[src/include/hicr_pkg.sv]
// Package for the hub identity and first configuration byte register bank.
// Assumes a single hub clock domain and a byte-wide register write/read port.
package hicr_pkg;

  localparam logic [7:0] HICR_OFF_PRODUCT_ID_HIGH     = 8'h03;
  localparam logic [7:0] HICR_OFF_RELEASE_NUMBER_LOW  = 8'h04;
  localparam logic [7:0] HICR_OFF_RELEASE_NUMBER_HIGH = 8'h05;
  localparam logic [7:0] HICR_OFF_HUB_CONFIG_FIRST    = 8'h06;

  localparam logic [7:0] HICR_RST_BYTE = 8'h00;

  localparam int HICR_BIT_POWER_SOURCE = 7;
  localparam int HICR_BIT_RESERVED     = 6;
  localparam int HICR_BIT_FULL_SPEED   = 5;

  // Writable bits of the first configuration byte; bit 6 is reserved
  localparam logic [7:0] HICR_CFG_WRITE_MASK = 8'hBF;

  typedef enum logic [2:0] {
    HICR_ACC_IDLE  = 3'h1,
    HICR_ACC_WRITE = 3'h2,
    HICR_ACC_READ  = 3'h4
  } hicr_acc_t;

endpackage

[src/hdl/hicr_sync.sv]
// Two-flop synchroniser for a single level coming in from a pin.
// Assumes the destination clock and an asynchronous active-low reset.
`timescale 1ns/1ps
module hicr_sync
  import hicr_pkg::*;
(
  input  wire logic clk_i,
  input  wire logic arst_n_i,
  input  wire logic d_i,
  output logic      q_o
);

  typedef struct packed {
    logic meta;
    logic sync;
  } hicr_sync_state_t;

  hicr_sync_state_t state_reg;
  hicr_sync_state_t state_next;

  always_comb begin
    state_next      = state_reg;
    state_next.meta = d_i;
    state_next.sync = state_reg.meta;
  end

  always_ff @(posedge clk_i or negedge arst_n_i) begin
    if (!arst_n_i) begin
      state_reg <= '0;
    end else begin
      state_reg <= state_next;
    end
  end

  assign q_o = state_reg.sync;

endmodule // hicr_sync

[src/hdl/hicr_regs.sv]
// Hub identity and first configuration byte register bank.
// Assumes SMBus or EEPROM loader logic on MCLK_I presents byte accesses.
//
// What this block does
// - Hold product identifier upper byte, report upstream.
// - Release number BCD, low/high bytes, reported unchanged.
// - Config bit 7: clear bus-, set self-powered.
// - Dynamic switching: local sense pin picks power.
// - Config bit 5 set forces full-speed-only attach.
//
// Register map, one byte each, all reset to zero:
//   0x03 product identifier upper byte
//   0x04 release number low byte
//   0x05 release number high byte
//   0x06 first configuration byte: bit 7 power source, bit 6 reserved,
//        bit 5 full-speed only, bits 4:0 stored only
`timescale 1ns/1ps
module hicr_regs
  import hicr_pkg::*;
(
  input  wire logic       MCLK_I,
  input  wire logic       ARST_N_I,
  input  wire logic       REG_WR_I,
  input  wire logic       REG_RD_I,
  input  wire logic [7:0] REG_ADDR_I,
  input  wire logic [7:0] REG_WDATA_I,
  input  wire logic       DYN_POWER_SWITCH_EN_I,
  input  wire logic       LOCAL_SUPPLY_SENSE_PIN_I,
  output logic      [7:0] REG_RDATA_O,
  output logic            REG_RVALID_O,
  output logic            REG_HIT_O,
  output logic      [7:0] PRODUCT_ID_HIGH_O,
  output logic     [15:0] RELEASE_NUMBER_O,
  output logic            SELF_POWERED_O,
  output logic            FULL_SPEED_ONLY_O
);

  typedef struct packed {
    // Stored registers
    logic [7:0]  product_id_high;
    logic [7:0]  release_number_low;
    logic [7:0]  release_number_high;
    logic [7:0]  hub_config_first;
    // Dynamic switching enable, registered once
    logic        dyn_en;
    // Register port answer and derived outputs
    logic [7:0]  rdata;
    logic        rvalid;
    logic        hit;
    logic        self_powered;
    logic        full_speed_only;
    hicr_acc_t   acc;
  } hicr_state_t;

  hicr_state_t state_reg;
  hicr_state_t state_next;
  logic        sense_sync;

  // Address decode shared by the write and read paths
  function automatic logic addr_mapped(input logic [7:0] a);
    case (a)
      HICR_OFF_PRODUCT_ID_HIGH: begin
        addr_mapped = 1'b1;
      end
      HICR_OFF_RELEASE_NUMBER_LOW: begin
        addr_mapped = 1'b1;
      end
      HICR_OFF_RELEASE_NUMBER_HIGH: begin
        addr_mapped = 1'b1;
      end
      HICR_OFF_HUB_CONFIG_FIRST: begin
        addr_mapped = 1'b1;
      end
      default: begin
        addr_mapped = 1'b0;
      end
    endcase
  endfunction

  // Reserved bit of the first configuration byte is never stored
  function automatic logic [7:0] cfg_filter(input logic [7:0] w);
    cfg_filter                    = w & HICR_CFG_WRITE_MASK;
    cfg_filter[HICR_BIT_RESERVED] = 1'b0;
  endfunction

  // Read value of one byte register; unmapped addresses read as zero
  function automatic logic [7:0] read_select(input logic [7:0]  a,
                                             input hicr_state_t s);
    case (a)
      HICR_OFF_PRODUCT_ID_HIGH: begin
        read_select = s.product_id_high;
      end
      HICR_OFF_RELEASE_NUMBER_LOW: begin
        read_select = s.release_number_low;
      end
      HICR_OFF_RELEASE_NUMBER_HIGH: begin
        read_select = s.release_number_high;
      end
      HICR_OFF_HUB_CONFIG_FIRST: begin
        read_select = cfg_filter(s.hub_config_first);
      end
      default: begin
        read_select = HICR_RST_BYTE;
      end
    endcase
  endfunction

  // Self-powered decision: sense pin under dynamic switching, stored bit otherwise
  function automatic logic power_select(input logic       dyn,
                                        input logic       sense,
                                        input logic [7:0] cfg);
    if (dyn) begin
      power_select = sense;
    end else begin
      power_select = cfg[HICR_BIT_POWER_SOURCE];
    end
  endfunction

  // Full-speed-only attach is the stored bit, with no pin override
  function automatic logic speed_select(input logic [7:0] cfg);
    speed_select = cfg[HICR_BIT_FULL_SPEED];
  endfunction

  hicr_sync u_sense_sync (
    .clk_i    (MCLK_I),
    .arst_n_i (ARST_N_I),
    .d_i      (LOCAL_SUPPLY_SENSE_PIN_I),
    .q_o      (sense_sync)
  );

  // Next state of the whole block
  always_comb begin
    state_next        = state_reg;
    state_next.rvalid = 1'b0;
    state_next.dyn_en = DYN_POWER_SWITCH_EN_I;

    // Write wins when both strobes are high
    if (REG_WR_I) begin
      state_next.acc = HICR_ACC_WRITE;
    end else if (REG_RD_I) begin
      state_next.acc = HICR_ACC_READ;
    end else begin
      state_next.acc = HICR_ACC_IDLE;
    end

    // Strobe and hit flag follow the kind of access taken this cycle
    case (state_next.acc)
      HICR_ACC_WRITE: begin
        state_next.hit = addr_mapped(REG_ADDR_I);
      end
      HICR_ACC_READ: begin
        state_next.rvalid = 1'b1;
        state_next.hit    = addr_mapped(REG_ADDR_I);
        state_next.rdata  = read_select(REG_ADDR_I, state_reg);
      end
      HICR_ACC_IDLE: begin
        state_next.hit = state_reg.hit;
      end
      default: begin
        state_next.hit = state_reg.hit;
      end
    endcase

    // Writes arrive from the SMBus slave or the EEPROM loader
    if (state_next.acc == HICR_ACC_WRITE) begin
      case (REG_ADDR_I)
        HICR_OFF_PRODUCT_ID_HIGH: begin
          state_next.product_id_high = REG_WDATA_I;
        end
        HICR_OFF_RELEASE_NUMBER_LOW: begin
          state_next.release_number_low = REG_WDATA_I;
        end
        HICR_OFF_RELEASE_NUMBER_HIGH: begin
          state_next.release_number_high = REG_WDATA_I;
        end
        HICR_OFF_HUB_CONFIG_FIRST: begin
          state_next.hub_config_first = cfg_filter(REG_WDATA_I);
        end
        default: begin
          // Unmapped writes are dropped; the hit flag reports them
        end
      endcase
    end

    // Derived outputs lag the stored byte, or the synchronised sense pin, by one cycle
    state_next.self_powered    = power_select(state_reg.dyn_en, sense_sync,
                                              state_reg.hub_config_first);
    state_next.full_speed_only = speed_select(state_reg.hub_config_first);
  end

  // Asynchronous reset clears every field to a constant
  always_ff @(posedge MCLK_I or negedge ARST_N_I) begin
    if (!ARST_N_I) begin
      state_reg                     <= '0;
      state_reg.product_id_high     <= HICR_RST_BYTE;
      state_reg.release_number_low  <= HICR_RST_BYTE;
      state_reg.release_number_high <= HICR_RST_BYTE;
      state_reg.hub_config_first    <= HICR_RST_BYTE;
      state_reg.dyn_en              <= 1'b0;
      state_reg.rdata               <= HICR_RST_BYTE;
      state_reg.rvalid              <= 1'b0;
      state_reg.hit                 <= 1'b0;
      state_reg.self_powered        <= 1'b0;
      state_reg.full_speed_only     <= 1'b0;
      state_reg.acc                 <= HICR_ACC_IDLE;
    end else begin
      state_reg <= state_next;
    end
  end

  // Every output comes straight from a register
  assign REG_RDATA_O       = state_reg.rdata;
  assign REG_RVALID_O      = state_reg.rvalid;
  assign REG_HIT_O         = state_reg.hit;
  assign PRODUCT_ID_HIGH_O = state_reg.product_id_high;
  assign RELEASE_NUMBER_O  = {state_reg.release_number_high,
                              state_reg.release_number_low};
  assign SELF_POWERED_O    = state_reg.self_powered;
  assign FULL_SPEED_ONLY_O = state_reg.full_speed_only;

endmodule // hicr_regs

[config.mk]
export PLATFORM = sky130hd
export DESIGN_NAME = hicr_regs
export DESIGN_NICKNAME = d
export VERILOG_FILES = /design/src/include/hicr_pkg.sv /design/src/hdl/hicr_sync.sv /design/src/hdl/hicr_regs.sv
export SDC_FILE = /design/constraint.sdc
export NUM_CORES = 1
export LEC_CHECK = 0
export ABC_AREA = 1
export BUFFER_PORTS_ARGS = -buffer_cell sky130_fd_sc_hd__buf_2
export CORE_ASPECT_RATIO = 1.5
export CORE_MARGIN = 3
export CORE_UTILIZATION = 50
export DETAILED_ROUTE_END_ITERATION = 10
export PLACE_DENSITY = 0.83
export RECOVER_POWER = 50
export SLEW_MARGIN = 5
export SYNTH_ARGS = -nofsm -noshare
export SYNTH_HDL_FRONTEND = slang
export SYNTH_SLANG_ARGS = --single-unit
[constraint.sdc]
create_clock -name MCLK_I -period 1.15 [get_ports MCLK_I]
set_input_delay 0.115 -clock MCLK_I [delete_from_list [all_inputs] [get_ports MCLK_I]]
set_output_delay 0.115 -clock MCLK_I [all_outputs]
set_load 0.005 [all_outputs]
==> results of run 1 <==
## worst max path at each step
stage | depth (start not counted) | end | slack [ps] | start
2_1_floorplan | 8 | RELEASE_NUMBER_O[11] | 80 | REG_ADDR_I[3]
3_3_place_gp | 8 | RELEASE_NUMBER_O[4] | 3 | REG_ADDR_I[3]
3_5_place_dp | 8 | state_next[3] | -50 | REG_ADDR_I[3]
4_1_cts | 1 | RELEASE_NUMBER_O[9] | 170 | RELEASE_NUMBER_O[9]
5_1_grt | 8 | RELEASE_NUMBER_O[5] | 50 | REG_ADDR_I[3]
6_report | 8 | RELEASE_NUMBER_O[4] | 150 | REG_ADDR_I[3]
## per-layer routing
metal	part of all wire	up-vias	GRT usage
met5	0	-	0
met4	0.013	0	0.07735
met3	0.059	4	0.03094
met2	0.55	65	0.3322
met1	0.38	825	0.2132
li1	-	893	-
## kinds of logic after synthesis
group,count (synthesis)
flops,46
compound gates,38
simple gates,123
mux,1
buf+inv,58
## power by group through the flow
stage | clock (W) | combinational (W) | sequential (W)
2_1_floorplan | 0 | 0.000208 | 0.00174
4_1_cts | 0.00102 | 0.000329 | 0.00172
3_3_place_gp | 0 | 0.000309 | 0.00176
3_5_place_dp | 0 | 0.000320 | 0.00176
5_1_grt | 0.00109 | 0.000348 | 0.00173
6_report | 0.00101 | 0.000308 | 0.00172
## synth_stat cells
master,instances,area (um^2)
buf_6,4,45.04
nor2_4,5,56.30
nor2_2,1,6.260
o21ai_0,7,35.03
dfrtp_1,46,1151
nand2_1,72,270.3
buf_4,32,240.2
mux2_2,1,11.26
inv_1,19,71.32
o21ai_2,31,271.5
and2_4,4,35.03
nand2_4,4,45.04
nand2_2,3,18.77
nor2_1,3,11.26
buf_2,3,15.01
nand3_1,31,155.2
## through the flow
stage | TNS [ps] | area (um^2) | utilization | total power [W] | hold WS (ps)
after global routing | 0 | 2669 | 0.5780 | 0.003174 | 110.3
after detailed placement | -424.0 | 2591 | 0.5612 | 0.002077 | 120.1
after CTS | 0 | 2715 | 0.5881 | 0.003076 | 101.6
final | 0 | 2669 | 0.5780 | 0.003041 | 106.1
after floorplan | 0 | 2439 | - | 0.001953 | -180.6
after global placement | 0 | 2591 | 0.5612 | 0.002064 | 105.7
## cell type report
cell class                 count  area [um^2]
clock buffer                   5        68.82
multi-input combinational    162        884.6
timing repair buffer          70        387.9
sequential                    46         1151
fill                         430         1948
tap                           64        80.08
inverter                      19        71.32
clock inverter                 3        25.02
## worst max-delay path: stages
cell and delay, ps:
buf_2 100, inv_1 100, nand2_4 90, nor2_4 150, and2_4 160, nand2_2 240, nand2_1 170, o21ai_2 60
==> run summary, run 1 <==
CTS Buf Count -> 5
Post-Route WL -> 4.829 mm
register area share after synthesis -> 0.4720
DRT iter0 DRCs -> 63
most common cell after layout, fill and taps aside -> nand2_1
crit path kind -> in -> reg
Worst R2R Path Depth -> 4
Synth Area in XOR/XNOR -> 0
Clock transition at path regs -> 90 ps
Req. time, crit path -> 1330 ps
PwrDens -> 1140 nW/um^2
final setup fails -> 0
Resized cells post-CTS -> 0
I/O pins -> 58
combinational power share -> 0.101
part of the power in registers -> 0.567
initial antenna violation count -> 0
Post-Synth Adder-Cell Area -> 0
Placer Congestion -> 0.8484
Post-Synthesis Cells -> 266
Non-Filler Instances -> 369
wire per inst -> 13.09 um
final hold vios -> 0
outcome -> finished clean
post-synthesis cell type count -> 16
width of the die -> 63.02 um
end of the worst register-to-register path -> REG_RDATA_O[4]
GRT Residual Overflow -> 0
CP arrival -> 1180 ps
vias in the first global route -> 1,835
IO buf count -> 57
simple-gate share of the synthesized area -> 0.2453
HPWL after detailed placement -> 3.662 mm
core region area -> 4617 um^2
clock power share -> 0.332
fmax -> 1000 MHz
gr usage total -> 0.1850
Final WS setup -> 150.0 ps
DRC viols -> 0
maximum root-to-sink buffer count -> 2
Setup WS pre-CTS -> -53.63 ps
P_sw -> 0.0007972 W
mux contribution to synthesized area -> 0.004618
placed cell count -> 358
worst min path class -> in -> reg
Mean Syn Cell Area -> 9.168 um^2
H-Tree Depth -> 2
synthesized area -> 2439 um^2
Die Span Y -> 91.53 um
switching part of the total -> 0.2621
yosys warns -> 0
share of post-route cells with drive strength above 1 -> 0.3902
fin crit share -> 0.8696
Compound-Gate Fraction of Synth Area -> 0.1257
first-pass GRT wire length -> 8.424 mm
R2R setup slack -> 220 ps
startpoint types -> primary input
maxcap violations -> 0
clk_lat worst skew -> 300 ps
relative slew slack -> 0.5890
CTS Hold Bufs -> 3
router iterations before antenna repair -> 4
Final Critical Period -> 1000 ps
largest family of logic cells by synthesized area -> simple AND/OR/NAND/NOR gates
largest net degree at the start of global routing -> 47
hold_sp -> REG_RD_I
Hold Path Depth -> 4
post-route ant nets -> 0
Largest register FFs -> 16
max-slew violations -> 0
Worst R2R Start -> RELEASE_NUMBER_O[4]
CTS tree -> yes
area grow syn2layout -> 9.441%
Syn Nets -> 288
Worst Hold End -> REG_HIT_O
Power Internal -> 0.002244 W
Worst-Margin Slew -> 616.4 ps
Rows -> 30
Setup Skew -> 8.315 ps
Critical Path End Type -> flip-flop
die footprint -> 5768 um^2
Post CTS Setup Buffer Count -> 0
LEAKAGE -> 1.504 nW
Initial Util -> 0.5282
Antenna Cells -> 0
drt via density -> 4.843
Final nets -> 326
CTS Sinks -> 46
critical path peak fanout -> 16
commonest non-fill, non-tap cells in the layout -> nand2_1 (73), buf_2 (57), dfrtp_1 (46), nand3_1 (31), o21ai_2 (28)
VDD IR max -> 0.7488 mV
FF+latch count, synth -> 46
RSZ-0062 raised after global routing -> no
root buffer cell -> clkbuf_8
via count -> 1,787
No activity file was read; power rests on OpenSTA's default activity.
==> inputs of run 2 (changes only) <==
--- a/config.mk
+++ b/config.mk
@@ -9,7 +9,7 @@
 export BUFFER_PORTS_ARGS = -buffer_cell sky130_fd_sc_hd__buf_2
 export CORE_ASPECT_RATIO = 1.5
 export CORE_MARGIN = 3
-export CORE_UTILIZATION = 50
+export CORE_UTILIZATION = 48
 export DETAILED_ROUTE_END_ITERATION = 10
 export PLACE_DENSITY = 0.83
 export RECOVER_POWER = 50
==> constraint.sdc (replaced) <==
create_clock -name MCLK_I -period 0.85 [get_ports MCLK_I]
set_input_delay 0.085 -clock MCLK_I [delete_from_list [all_inputs] [get_ports MCLK_I]]
set_output_delay 0.085 -clock MCLK_I [all_outputs]
set_load 0.005 [all_outputs]
==> run 2 against run 1 <==
  * The flow now finishes with violations (setup timing)
  * Flip-flop and latch count is the same
  * Count of clock-buffer cells in the layout did not move
  * Sequential power up 35%
  * Via count increased by 32%
  * Sequential share of layout area down 14 points
  * Critical path type is now reg -> out
  * Design area grew 47%
  * Clock skew fell by 0.67 ps
  * First-iteration DRC count increased to 3.4 times the previous value
  * Combinational power increased to 3.1 times the previous value
  * Setup slack got worse by 360 ps
  * Cell count is 19% higher
  * Critical path depth shrank 6
  * Largest cell class is now buffers
==> run summary, run 2 (synthesis gave the netlist of run 1 again) <==
end of the worst register-to-register path -> REG_RDATA_O[7]
crit path kind -> reg -> out
Power Internal -> 0.003664 W
IO buf count -> 57
I/O pins -> 58
root buffer cell -> clkbuf_8
wire per inst -> 18.51 um
final setup fails -> 57
Rows -> 31
CTS Sinks -> 46
fmax -> 943.8 MHz
Final nets -> 394
CTS Buf Count -> 5
CTS tree -> yes
Setup Skew -> 7.640 ps
Worst Hold End -> REG_HIT_O
commonest non-fill, non-tap cells in the layout -> buf_6 (65), dfrtp_1 (46), nand2_1 (40), o21ai_2 (37), buf_4 (31)
Die Span Y -> 93.30 um
crit-path most repeated cell -> buf_6
fin crit share -> 1.247
maximum root-to-sink buffer count -> 2
P_sw -> 0.001326 W
relative slew slack -> 0.6000
Non-Filler Instances -> 439
R2R setup slack -> -180 ps
area grow syn2layout -> 60.39%
RSZ-0062 raised after global routing -> yes
final hold vios -> 0
Clock transition at path regs -> 100 ps
Worst R2R Start -> RELEASE_NUMBER_O[15]
DP Area -> 2950 um^2
Placer Congestion -> 0.8562
H-Tree Depth -> 2
Worst R2R Path Depth -> 5
clk_lat worst skew -> 310 ps
Setup WS pre-CTS -> -364.9 ps
failing checks -> setup timing
Antenna Cells -> 0
most common cell after layout, fill and taps aside -> buf_6
Hold Path Depth -> 4
CP max stage delay -> 420 ps
hold_sp -> REG_RD_I
share of post-route cells with drive strength above 1 -> 0.6568
post-route ant nets -> 0
Slowest cell on crit path -> dfrtp_1
Filler cells -> 287
vias in the first global route -> 2,295
DRT iter0 DRCs -> 217
clock power share -> 0.343
part of the power in registers -> 0.468
Final Critical Period -> 1060 ps
Req. time, crit path -> 760 ps
Finished Core Util -> 0.8003
Initial Util -> 0.4990
outcome -> finished with violations
drt via density -> 5.362
switching part of the total -> 0.2658
HPWL after detailed placement -> 3.883 mm
first-pass GRT wire length -> 10.98 mm
placed cell count -> 387
Post-Route WL -> 8.128 mm
Final WS setup -> -209.6 ps
startpoint types -> flip-flop
largest net degree at the start of global routing -> 47
gr usage total -> 0.2391
core region area -> 4887 um^2
CP Cell Sequence -> buf_6 -> buf_6
combinational power share -> 0.189
max-slew violations -> 0
initial antenna violation count -> 0
critical path peak fanout -> 2
width of the die -> 64.20 um
maxcap violations -> 0
via count -> 2,354
LEAKAGE -> 2.008 nW
VDD IR max -> 1.451 mV
router iterations before antenna repair -> 4
final instance area -> 3911 um^2
GRT Residual Overflow -> 0
DRC viols -> 0
Critical Path End Type -> output port
Worst-Margin Slew -> 600.0 ps
Largest register FFs -> 16
PwrDens -> 1276 nW/um^2
CP arrival -> 970 ps
worst min path class -> in -> reg
die footprint -> 5989 um^2
Final Total Pwr -> 0.004990 W
-- run 2: routing by layer --
layer  global-route usage  share of wire  up-vias
met4               0.1111          0.040        0
li1                     -              -     1035
met5                    0              0        -
met1               0.2819           0.37     1147
met3              0.04567          0.064       37
met2               0.4150           0.53      135
-- run 2: area by class of cell --
class                      instances  area, um^2  area share
timing repair buffer             136        1256      0.3212
multi-input combinational        164        1190      0.3042
clock inverter                     3       48.80     0.01248
inverter                          19       113.9     0.02911
clock buffer                       5       68.82     0.01759
sequential                        46        1151      0.2943
tap                               66       82.58     0.02111
-- run 2: critical path, delay by kind of cell (launching register included) --
family | cells | cell delay (ps)
buffers and inverters | 2 | 240
flip-flops | 1 | 420
-- run 2: metrics by stage --
step | TNS [ps] | hold WS, ps
floorplan | -1482 | -210.6
global placement | -10770 | 75.82
detailed placement | -11760 | 80.92
CTS | -4888 | 83.57
global route | -8011 | 95.47
finish | -6326 | 80.00
-- run 2: worst max path at each step --
stage,from,end
4_1_cts,RELEASE_NUMBER_O[5],RELEASE_NUMBER_O[5]
2_1_floorplan,REG_ADDR_I[3],PRODUCT_ID_HIGH_O[5]
3_3_place_gp,REG_ADDR_I[1],REG_RDATA_O[4]
3_5_place_dp,REG_ADDR_I[1],RELEASE_NUMBER_O[1]
5_1_grt,RELEASE_NUMBER_O[5],REG_RDATA_O[5]
6_report,RELEASE_NUMBER_O[11],RELEASE_NUMBER_O[11]
-- run 2: power groups by stage --
stage	clock network [W]	registers (W)	logic, W
floorplan	0	0.00236	0.000317
global placement	0	0.00235	0.000597
detailed placement	0	0.00236	0.000615
CTS	0.00171	0.00232	0.000838
global route	0.00182	0.00234	0.000995
finish	0.00171	0.00233	0.000944
-- run 2: what timing repair did --
action                                  4_1_cts  5_1_grt
hold buffers                                  3        0
endpoints found under the setup margin       49       72
setup buffers                                28       17
pin swaps                                    13       23
cloned                                        0        2
endpoints found under the hold margin        48        0
resized for setup                            82       47
